**src/design/sspm_pkg.sv**
```systemverilog
package sspm_pkg;

  localparam int NGPIO = 12;
  localparam int CNT_W = 11;

  // Clock and bus rates
  localparam int CLK_MHZ  = 250;
  localparam int SLOW_KHZ = 100;
  localparam int FAST_KHZ = 400;
  // Half periods round up so the bus never runs above its rate
  localparam logic [CNT_W-1:0] HALF_SLOW =
    CNT_W'((CLK_MHZ * 1000 + 2 * SLOW_KHZ - 1) / (2 * SLOW_KHZ));
  localparam logic [CNT_W-1:0] HALF_FAST =
    CNT_W'((CLK_MHZ * 1000 + 2 * FAST_KHZ - 1) / (2 * FAST_KHZ));

  // Register byte offsets
  localparam logic [7:0] OFS_FUNC_SEL = 8'h00;
  localparam logic [7:0] OFS_DIR      = 8'h04;
  localparam logic [7:0] OFS_OUT      = 8'h08;
  localparam logic [7:0] OFS_IN       = 8'h0c;
  localparam logic [7:0] OFS_STRAP    = 8'h10;

  // Reset values
  localparam logic [NGPIO-1:0] FUNC_SEL_RST = 12'h000;
  localparam logic [NGPIO-1:0] DIR_RST      = 12'h000;
  localparam logic [NGPIO-1:0] OUT_RST      = 12'h000;

  // Alternate function kinds per pin
  localparam logic [NGPIO-1:0] ALT_OUT_MASK   = 12'hf83;
  localparam logic [NGPIO-1:0] ALT_IN_MASK    = 12'h03c;
  localparam logic [NGPIO-1:0] ALT_VALID_MASK = 12'hfbf;

  // Pin positions of alternate functions
  localparam int PIN_RST2  = 0;
  localparam int PIN_RST4  = 1;
  localparam int PIN_IRQ0  = 2;
  localparam int PIN_EVENT = 7;
  localparam int PIN_RST1  = 8;
  localparam int PIN_RST3  = 9;
  localparam int PIN_RST5  = 10;
  localparam int PIN_RST6  = 11;

  // Strap status field positions
  localparam int ST_EE_LSB   = 0;
  localparam int ST_SLV_LSB  = 4;
  localparam int ST_SLOW     = 8;
  localparam int ST_MERGED   = 9;
  localparam int ST_DS_CC    = 10;
  localparam int ST_US_CC    = 11;
  localparam int ST_CAPTURED = 12;

  localparam logic [1:0] RESP_OKAY   = 2'h0;
  localparam logic [1:0] RESP_SLVERR = 2'h2;

  localparam logic [7:0] LANES_MERGED = 8'hff;
  localparam logic [7:0] LANES_SPLIT  = 8'h0f;

endpackage : sspm_pkg

```
**src/design/sspm_top.sv**
```systemverilog
// The implementer's own choices: the register addresses and the AXI4-Lite slave port.
`timescale 1ns/1ps

// Operation
// - EEPROM bus address bits 4:1 come from the four master address straps.
// - Master bus clock toggles only during EEPROM or expander accesses, else idle.
// - Slave bus answers only the address built from straps on bits 5,3:1.
// - Slow strap selects 100 kHz master bus, otherwise 400 kHz.
// - Nothing, including software, can override the strap-chosen master bus speed.
// - Merge strap low joins ports 0 and 1 into one eight-lane port.
// - When merged, port 1 lanes serve as lanes four to seven of port 0.
// - Merge strap high keeps ports 0 and 1 as separate four-lane ports.
// - An undriven merge strap reads low, so merging is the default.
// - Each general pin except pin 6 selects plain input/output or its alternate function.
// - Alternate pins 0 and 1 drive resets of downstream ports 2 and 4.
// - Alternate pins 8 to 11 drive resets of downstream ports 1,3,5,6.
// - Alternate pins 2 to 5 receive expander interrupts 0 to 3.
// - Alternate pin 7 drives the general-purpose event output.
// - Downstream common-clock strap marks downstream ports as sharing reference clock.
// - Upstream common-clock strap marks upstream port as sharing reference clock.
// - Names ending in N are active low; all others active high.
module sspm_top
  import sspm_pkg::*;
#(
  parameter logic [6:0] EE_ADDR_FIXED  = 7'h00,
  parameter logic [6:0] SLV_ADDR_FIXED = 7'h00
) (
  input  wire  logic             MCLK,                          // System clock
  input  wire  logic             SYS_RST,                       // Fundamental reset
  // Straps
  input  wire  logic [3:0]       EEPROM_BUS_ADDR_STRAP,         // Address bits 4:1
  input  wire  logic [3:0]       SLAVE_BUS_ADDR_STRAP,          // Address bits 5,3,2,1
  input  wire  logic             MASTER_BUS_SLOW_STRAP,         // 100 kHz when high
  input  wire  logic             PORT_PAIR_MERGE_STRAP_N,       // Merge when low
  input  wire  logic             PORT_PAIR_MERGE_STRAP_N_DRV,   // Board drives the strap
  input  wire  logic             DOWNSTREAM_COMMON_CLOCK_STRAP, // Downstream common clock
  input  wire  logic             UPSTREAM_COMMON_CLOCK_STRAP,   // Upstream common clock
  // Master management bus clock, open drain
  input  wire  logic             MASTER_BUS_ACCESS,             // Engine is accessing
  output logic                   MASTER_MGMT_BUS_CLOCK_O,       // Clock pin level
  output logic                   MASTER_MGMT_BUS_CLOCK_OE,      // Clock pin pulled low
  output logic [6:0]             EEPROM_BUS_ADDR,               // EEPROM device address
  // Slave management bus address check
  input  wire  logic [6:0]       SLAVE_RX_ADDR,                 // Received address
  output logic                   SLAVE_ADDR_HIT,                // Address is ours
  output logic [6:0]             SLAVE_BUS_ADDR,                // Our address
  // Port configuration
  output logic                   PORT_PAIR_MERGED,              // Ports 0 and 1 joined
  output logic [7:0]             PORT0_LANE_MASK,               // Physical lanes of port 0
  output logic                   PORT1_ENABLE,                  // Port 1 independent
  output logic                   DOWNSTREAM_COMMON_CLOCK,       // Downstream shares clock
  output logic                   UPSTREAM_COMMON_CLOCK,         // Upstream shares clock
  // Alternate function sources and sinks
  input  wire  logic [6:1]       DOWNSTREAM_PORT_RESET,         // Per port, high = reset
  input  wire  logic             SYSTEM_EVENT,                  // Event request
  output logic [3:0]             EXPANDER_IRQ,                  // Expander interrupts
  // General pins
  input  wire  logic [NGPIO-1:0] GPIO_I,                        // Pin levels
  output logic [NGPIO-1:0]       GPIO_O,                        // Pin drive levels
  output logic [NGPIO-1:0]       GPIO_OE,                       // Pin drive enables
  // AXI4-Lite slave
  input  wire  logic [7:0]       S_AXI_AWADDR,                  // Write address
  input  wire  logic             S_AXI_AWVALID,                 // Write address valid
  output logic                   S_AXI_AWREADY,                 // Write address ready
  input  wire  logic [31:0]      S_AXI_WDATA,                   // Write data
  input  wire  logic [3:0]       S_AXI_WSTRB,                   // Write strobes
  input  wire  logic             S_AXI_WVALID,                  // Write data valid
  output logic                   S_AXI_WREADY,                  // Write data ready
  output logic [1:0]             S_AXI_BRESP,                   // Write response
  output logic                   S_AXI_BVALID,                  // Write response valid
  input  wire  logic             S_AXI_BREADY,                  // Write response ready
  input  wire  logic [7:0]       S_AXI_ARADDR,                  // Read address
  input  wire  logic             S_AXI_ARVALID,                 // Read address valid
  output logic                   S_AXI_ARREADY,                 // Read address ready
  output logic [31:0]            S_AXI_RDATA,                   // Read data
  output logic [1:0]             S_AXI_RRESP,                   // Read response
  output logic                   S_AXI_RVALID,                  // Read data valid
  input  wire  logic             S_AXI_RREADY                   // Read data ready
);

  ////////////////////////////////////////////////////////////////////////////////
  // Strap capture

  logic             captured_r;
  logic [3:0]       ee_strap_r;
  logic [3:0]       slv_strap_r;
  logic             slow_r;
  logic             merged_r;
  logic             ds_cc_r;
  logic             us_cc_r;
  wire  logic       merge_n_seen;

  // Undriven strap reads as the pull-down level
  assign merge_n_seen = PORT_PAIR_MERGE_STRAP_N_DRV & PORT_PAIR_MERGE_STRAP_N;

  // Caught on the first edge after release, then frozen; straps must be static by then
  always_ff @(posedge MCLK or posedge SYS_RST) begin
    if (SYS_RST) begin
      captured_r  <= 1'b0;
      ee_strap_r  <= 4'h0;
      slv_strap_r <= 4'h0;
      slow_r      <= 1'b0;
      merged_r    <= 1'b0;
      ds_cc_r     <= 1'b0;
      us_cc_r     <= 1'b0;
    end else if (!captured_r) begin
      captured_r  <= 1'b1;
      ee_strap_r  <= EEPROM_BUS_ADDR_STRAP;
      slv_strap_r <= SLAVE_BUS_ADDR_STRAP;
      slow_r      <= MASTER_BUS_SLOW_STRAP;
      merged_r    <= ~merge_n_seen;
      ds_cc_r     <= DOWNSTREAM_COMMON_CLOCK_STRAP;
      us_cc_r     <= UPSTREAM_COMMON_CLOCK_STRAP;
    end
  end

  assign EEPROM_BUS_ADDR = {EE_ADDR_FIXED[6:5], ee_strap_r, EE_ADDR_FIXED[0]};
  assign SLAVE_BUS_ADDR  = {SLV_ADDR_FIXED[6], slv_strap_r[3], SLV_ADDR_FIXED[4],
                            slv_strap_r[2:0], SLV_ADDR_FIXED[0]};
  assign SLAVE_ADDR_HIT  = captured_r && (SLAVE_RX_ADDR == SLAVE_BUS_ADDR);

  assign PORT_PAIR_MERGED        = merged_r;
  assign PORT0_LANE_MASK         = merged_r ? LANES_MERGED : LANES_SPLIT;
  assign PORT1_ENABLE            = captured_r & ~merged_r;
  assign DOWNSTREAM_COMMON_CLOCK = ds_cc_r;
  assign UPSTREAM_COMMON_CLOCK   = us_cc_r;

  ////////////////////////////////////////////////////////////////////////////////
  // Master bus clock generator

  logic [CNT_W-1:0] half_cnt_r;
  logic [CNT_W-1:0] half_cnt_nxt;
  logic             scl_low_r;
  logic             scl_low_nxt;
  wire  logic [CNT_W-1:0] half_len;
  wire  logic             half_done;

  // Only the captured strap picks the rate; no register reaches it
  assign half_len  = slow_r ? HALF_SLOW : HALF_FAST;
  assign half_done = (half_cnt_r == half_len - CNT_W'(1));

  // An access ending mid-phase releases the line at once, leaving it high
  assign half_cnt_nxt = (!MASTER_BUS_ACCESS || half_done) ? '0 : half_cnt_r + CNT_W'(1);
  assign scl_low_nxt  = MASTER_BUS_ACCESS && (half_done ? ~scl_low_r : scl_low_r);

  always_ff @(posedge MCLK or posedge SYS_RST) begin
    if (SYS_RST) begin
      half_cnt_r <= '0;
      scl_low_r  <= 1'b0;
    end else begin
      half_cnt_r <= half_cnt_nxt;
      scl_low_r  <= scl_low_nxt;
    end
  end

  assign MASTER_MGMT_BUS_CLOCK_O  = 1'b0;
  assign MASTER_MGMT_BUS_CLOCK_OE = scl_low_r;

  ////////////////////////////////////////////////////////////////////////////////
  // Register file

  logic [NGPIO-1:0] func_sel_r;
  logic [NGPIO-1:0] dir_r;
  logic [NGPIO-1:0] out_r;
  logic             aw_hold_r;
  logic [7:0]       aw_addr_r;
  logic             w_hold_r;
  logic [31:0]      w_data_r;
  logic [3:0]       w_strb_r;
  logic             bvalid_r;
  logic [1:0]       bresp_r;
  logic             rvalid_r;
  logic [31:0]      rdata_r;
  logic [1:0]       rresp_r;

  wire  logic       aw_take;
  wire  logic       w_take;
  wire  logic       do_write;
  wire  logic       ar_take;
  wire  logic       wr_func;
  wire  logic       wr_dir;
  wire  logic       wr_out;
  wire  logic       wr_hit;
  wire  logic       rd_hit;
  wire  logic [NGPIO-1:0] wmask;
  wire  logic [NGPIO-1:0] wval;
  wire  logic [31:0]      strap_word;
  wire  logic [31:0]      rd_word;

  assign S_AXI_AWREADY = ~aw_hold_r & ~bvalid_r;
  assign S_AXI_WREADY  = ~w_hold_r & ~bvalid_r;
  assign S_AXI_ARREADY = ~rvalid_r;
  assign aw_take  = S_AXI_AWVALID & S_AXI_AWREADY;
  assign w_take   = S_AXI_WVALID & S_AXI_WREADY;
  assign do_write = aw_hold_r & w_hold_r;
  assign ar_take  = S_AXI_ARVALID & S_AXI_ARREADY;

  assign wr_func = do_write && (aw_addr_r[7:2] == OFS_FUNC_SEL[7:2]);
  assign wr_dir  = do_write && (aw_addr_r[7:2] == OFS_DIR[7:2]);
  assign wr_out  = do_write && (aw_addr_r[7:2] == OFS_OUT[7:2]);
  assign wr_hit  = wr_func | wr_dir | wr_out;
  assign wmask   = {{4{w_strb_r[1]}}, {8{w_strb_r[0]}}};
  assign wval    = w_data_r[NGPIO-1:0];

  assign strap_word = {19'h0, captured_r, us_cc_r, ds_cc_r, merged_r, slow_r,
                       slv_strap_r, ee_strap_r};
  assign rd_hit  = (S_AXI_ARADDR[7:2] <= OFS_STRAP[7:2]);
  assign rd_word =
    (S_AXI_ARADDR[7:2] == OFS_FUNC_SEL[7:2]) ? {20'h0, func_sel_r} :
    (S_AXI_ARADDR[7:2] == OFS_DIR[7:2])      ? {20'h0, dir_r} :
    (S_AXI_ARADDR[7:2] == OFS_OUT[7:2])      ? {20'h0, out_r} :
    (S_AXI_ARADDR[7:2] == OFS_IN[7:2])       ? {20'h0, GPIO_I} :
    (S_AXI_ARADDR[7:2] == OFS_STRAP[7:2])    ? strap_word : 32'h0;

  always_ff @(posedge MCLK or posedge SYS_RST) begin
    if (SYS_RST) begin
      aw_hold_r <= 1'b0;
      aw_addr_r <= 8'h00;
      w_hold_r  <= 1'b0;
      w_data_r  <= 32'h0;
      w_strb_r  <= 4'h0;
      bvalid_r  <= 1'b0;
      bresp_r   <= RESP_OKAY;
    end else begin
      if (aw_take) begin
        aw_hold_r <= 1'b1;
        aw_addr_r <= S_AXI_AWADDR;
      end
      if (w_take) begin
        w_hold_r <= 1'b1;
        w_data_r <= S_AXI_WDATA;
        w_strb_r <= S_AXI_WSTRB;
      end
      if (do_write) begin
        aw_hold_r <= 1'b0;
        w_hold_r  <= 1'b0;
        bvalid_r  <= 1'b1;
        bresp_r   <= wr_hit ? RESP_OKAY : RESP_SLVERR;
      end else if (bvalid_r && S_AXI_BREADY) begin
        bvalid_r <= 1'b0;
      end
    end
  end

  // Pin 6 select bit is held at zero so the reserved function can never engage
  always_ff @(posedge MCLK or posedge SYS_RST) begin
    if (SYS_RST) begin
      func_sel_r <= FUNC_SEL_RST;
      dir_r      <= DIR_RST;
      out_r      <= OUT_RST;
    end else begin
      if (wr_func) begin
        func_sel_r <= ((func_sel_r & ~wmask) | (wval & wmask)) & ALT_VALID_MASK;
      end
      if (wr_dir) begin
        dir_r <= (dir_r & ~wmask) | (wval & wmask);
      end
      if (wr_out) begin
        out_r <= (out_r & ~wmask) | (wval & wmask);
      end
    end
  end

  always_ff @(posedge MCLK or posedge SYS_RST) begin
    if (SYS_RST) begin
      rvalid_r <= 1'b0;
      rdata_r  <= 32'h0;
      rresp_r  <= RESP_OKAY;
    end else if (ar_take) begin
      rvalid_r <= 1'b1;
      rdata_r  <= rd_word;
      rresp_r  <= rd_hit ? RESP_OKAY : RESP_SLVERR;
    end else if (rvalid_r && S_AXI_RREADY) begin
      rvalid_r <= 1'b0;
    end
  end

  assign S_AXI_BVALID = bvalid_r;
  assign S_AXI_BRESP  = bresp_r;
  assign S_AXI_RVALID = rvalid_r;
  assign S_AXI_RDATA  = rdata_r;
  assign S_AXI_RRESP  = rresp_r;

  ////////////////////////////////////////////////////////////////////////////////
  // Pin multiplexer

  wire  logic [NGPIO-1:0] alt_val;
  logic [NGPIO-1:0]       pin_o_r;
  logic [NGPIO-1:0]       pin_oe_r;

  // Internal requests are active high, the pins carry them active low
  assign alt_val = {~DOWNSTREAM_PORT_RESET[6], ~DOWNSTREAM_PORT_RESET[5],
                    ~DOWNSTREAM_PORT_RESET[3], ~DOWNSTREAM_PORT_RESET[1],
                    ~SYSTEM_EVENT, 1'b1, 4'hf,
                    ~DOWNSTREAM_PORT_RESET[4], ~DOWNSTREAM_PORT_RESET[2]};

  genvar gi;
  generate
    for (gi = 0; gi < NGPIO; gi = gi + 1) begin : g_pin
      wire logic alt_on;
      assign alt_on = func_sel_r[gi];
      always_ff @(posedge MCLK or posedge SYS_RST) begin
        if (SYS_RST) begin
          pin_o_r[gi]  <= 1'b0;
          pin_oe_r[gi] <= 1'b0;
        end else if (alt_on) begin
          pin_o_r[gi]  <= alt_val[gi];
          pin_oe_r[gi] <= ALT_OUT_MASK[gi];
        end else begin
          pin_o_r[gi]  <= out_r[gi];
          pin_oe_r[gi] <= dir_r[gi];
        end
      end
    end
  endgenerate

  // Deasserted while the pin is not in its alternate role
  assign EXPANDER_IRQ = func_sel_r[PIN_IRQ0 +: 4] & ~GPIO_I[PIN_IRQ0 +: 4];

  assign GPIO_O  = pin_o_r;
  assign GPIO_OE = pin_oe_r;

endmodule : sspm_top

```
**config.mk**
```make
export PLATFORM = sky130hd
export DESIGN_NAME = sspm_top
export DESIGN_NICKNAME = d
export VERILOG_FILES = /design/src/design/sspm_pkg.sv /design/src/design/sspm_top.sv
export SDC_FILE = /design/constraint.sdc
export NUM_CORES = 1
export LEC_CHECK = 0
export BUFFER_PORTS_ARGS = -buffer_cell sky130_fd_sc_hd__buf_4
export CAP_MARGIN = 0
export CELL_PAD_IN_SITES_DETAIL_PLACEMENT = 0
export CELL_PAD_IN_SITES_GLOBAL_PLACEMENT = 2
export CORE_MARGIN = 2
export CORE_UTILIZATION = 34
export DETAILED_ROUTE_END_ITERATION = 6
export GPL_TIMING_DRIVEN = 0
export PLACE_DENSITY_LB_ADDON = 0.12
export SYNTH_ARGS = -nofsm -noshare
export SYNTH_HDL_FRONTEND = slang
export SYNTH_SLANG_ARGS = --single-unit
```
**constraint.sdc**
```tcl
create_clock -name MCLK -period 10.8 [get_ports MCLK]
set_clock_uncertainty 0.2 [all_clocks]
set_input_delay 1.08 -clock MCLK [delete_from_list [all_inputs] [get_ports MCLK]]
set_output_delay 1.08 -clock MCLK [all_outputs]
set_load 0.02 [all_outputs]
```
==> run metrics <==
pwr dens 216 nW/um^2; via density per instance 4.67; status complete, no violations; Die Ht approximately 130 microns; Netlist Area Pre-Place between 5000 and 6000 sq um; Routed WL between 10,000 and 15,000 microns; Detail Route Antenna Nets 0; Max clock buf depth 2; WL met1 approximately 6700 microns; Critical Path AT 2000 ps; DR iter-0 viols 252; register area share after synthesis 0.540; hold_buf cts 0; Worst R2R Setup Slack ~8600 ps; Die X approximately 130 microns; dpl hpwl approximately 11,000 microns; Die ar. between 15,000 and 20,000 sq um; synth unique cells 57; number of global-route vias before repair 4,271; Top Layer Used met4; share of layout cells above drive strength 1 0.456; Place WS 7490 ps; r2r worst-path depth 5; first-pass GRT wire length roughly 23,000 microns; Starting Density 0.346; setup TNS 0 ps; grt ovf 0; Root Driver clkbuf_16; worst skew pair latency around 420 ps; GPL Wtd Cong just over 0.8; htree depth 4; Post-synth EDFFs 0; fin crit share 0.304; WL per Instance between 15 and 20 microns; Required @ worst endpoint 9520 ps; post-cts sizing count 0; Hold Fails Final Rpt 0; final slew viol count 0; FF-to-FF Start aw_addr_r[4]; #FFs+latches synth 123; post-synthesis cell count between 400 and 500; metal3 WL between 800 and 900 microns; ant diodes 0; Post-synth top flop dfrtp_1; number of port buffers 137; via count just over 4,000; TritonRoute pass-1 iters 4; CP endpoint kind output pin; NumNets Final approximately 750; worst-margin pin slew slightly below 800 ps; CP Launch Type primary input; clk slew on worst S/H paths 60 ps; Remaining DRCs 0; Period minus WS final 3280 ps; Sinks on Clock Net between 100 and 150; Synth async-reset ratio 1.00; cell row count 47; Hold Path Stages 0; final setup fails 0; setup slack after layout about 7500 ps; Layout area overhead 35.4%; post-CTS setup buffers 0; CTS tree done; initial antenna violation count 0; IO Pins 197; Hold Crit Class reg2reg; RSZ-0062 raised after global routing no; Avg Cell Area, Syn 12.3 sq um; crit path from SLAVE_RX_ADDR[0]; fmax slightly above 300 MHz; Global Route Usage Sum 0.173; peak supply drop around 0.00011 V; WS Path Type in2out; core footprint between 15,000 and 20,000 sq um; largest net degree at the start of global routing between 80 and 90; relative slew slack 0.478; max-cap violations 0; Crit Path Max Fanout 1; synth warn 0; CTS buffer count 17; routed length on met2 approximately 7200 microns; CP endpoint SLAVE_ADDR_HIT; LEAKAGE 3.74 nW
cell usage after synthesis (3+ instances only):
cell type  count  area share
a22oi_1        8       0.011
o31ai_1        7      0.0092
mux2i_1        5      0.0088
mux2_2        67        0.13
nor3_1         5      0.0044
nor3b_1       11       0.014
nand2b_1       3      0.0033
a21oi_1       19       0.017
clkbuf_1      11      0.0072
a2bb2oi_1      7       0.011
nand3_1        7      0.0061
or2_2         11       0.012
mux2_4         8       0.021
nor2b_1       12       0.013
inv_1          9      0.0059
a32oi_1        3      0.0046
nand2_1       16       0.011
buf_4         37       0.049
a211oi_1       5      0.0066
nor2_1        21       0.014
dfrtp_1      123        0.54
o21a_1         6      0.0079
o21ai_0        8      0.0070
buf_2          3      0.0026
nor4_1         4      0.0044
xor2_1         5      0.0077
xnor2_1        8       0.012
critical path: stages:
cell,delay (ps)
buf_4,110
nor4_1,260
nand2_1,90
nor4_1,270
buf_4,190
metrics by stage:
step | utilization | area (sq um) | std cells | hold WS (ps) | total power, mW
global placement | 0.432 | 7120 | 853 | 229 | 1.13
finish | 0.469 | 7720 | 886 | 232 | 1.67
floorplan | - | 5810 | 496 | 169 | 0.965
detailed placement | 0.434 | 7150 | 854 | 228 | 1.14
global route | 0.469 | 7720 | 886 | 266 | 1.76
CTS | 0.469 | 7720 | 886 | 245 | 1.69
logic make-up (layout without fill, tap and decap cells):
group | after synthesis | in the layout | share of synthesized area
xor gates and xnor gates | 13 | 13 | 0.0200
other | 2 | 33 | 0.00132
DFF | 123 | 123 | 0.540
muxes | 80 | 80 | 0.162
AOI/OAI and AO/OA | 77 | 77 | 0.0940
and+or+nand+nor | 106 | 106 | 0.111
buffers and inverters | 63 | 233 | 0.0694
adders and majority gates | 1 | 1 | 0.00220
report_power, final:
part           switching, mW  leakage (nW)  internal (mW)
Clock                  0.207         0.265          0.334
Combinational          0.188          1.87          0.231
Sequential             0.118          1.61          0.588
placed cells by master, fill, tap and decap left out, types with 3 or more instances in the layout:
| master | count |
|---|---|
| o21a_1 | 6 |
| dfrtp_1 | 123 |
| nor2b_1 | 12 |
| nand3_1 | 7 |
| inv_1 | 8 |
| a2bb2oi_1 | 7 |
| clkinvlp_4 | 5 |
| clkbuf_1 | 13 |
| buf_2 | 3 |
| mux2_4 | 8 |
| nor3b_1 | 11 |
| a211oi_1 | 5 |
| or2_2 | 11 |
| a22oi_1 | 8 |
| xnor2_1 | 8 |
| conb_1 | 33 |
| mux2i_1 | 5 |
| a21oi_1 | 19 |
| xor2_1 | 5 |
| nand2b_1 | 3 |
| buf_4 | 174 |
| clkbuf_8 | 3 |
| a32oi_1 | 3 |
| nor4_1 | 4 |
| mux2_2 | 67 |
| nor3_1 | 5 |
| clkinv_2 | 3 |
| nor2_1 | 21 |
| o31ai_1 | 7 |
| o21ai_0 | 8 |
| nand2_1 | 16 |
| clkbuf_16 | 17 |
cell type report:
class / instances / area, sq um
repair buffers: 138 / 1060
multi-input cells: 310 / 2340
clock inverters: 10 / 91.3
well taps: 220 / 275
clock buffers: 22 / 474
fillers: 1573 / 8750
inverters: 9 / 38.8
plain buffers: 54 / 362
flip-flops and latches: 123 / 3080
per-layer routing:
layer  vias up  track usage
li1       1972            -
met3        17       0.0498
met5         -            0
met2       115        0.280
met1      2034        0.224
met4         0       0.0585
how the worst min path moves through the flow:
stage	startpoint	to	slack [ps]
after floorplan	flip-flop	GPIO_OE[6]	170
after global placement	flip-flop	GPIO_O[6]	230
after detailed placement	flip-flop	GPIO_O[6]	230
after CTS	flip-flop	GPIO_OE[6]	250
after global routing	flip-flop	GPIO_OE[6]	270
final	flip-flop	GPIO_O[6]	230
(Power assumes the default switching activity.)
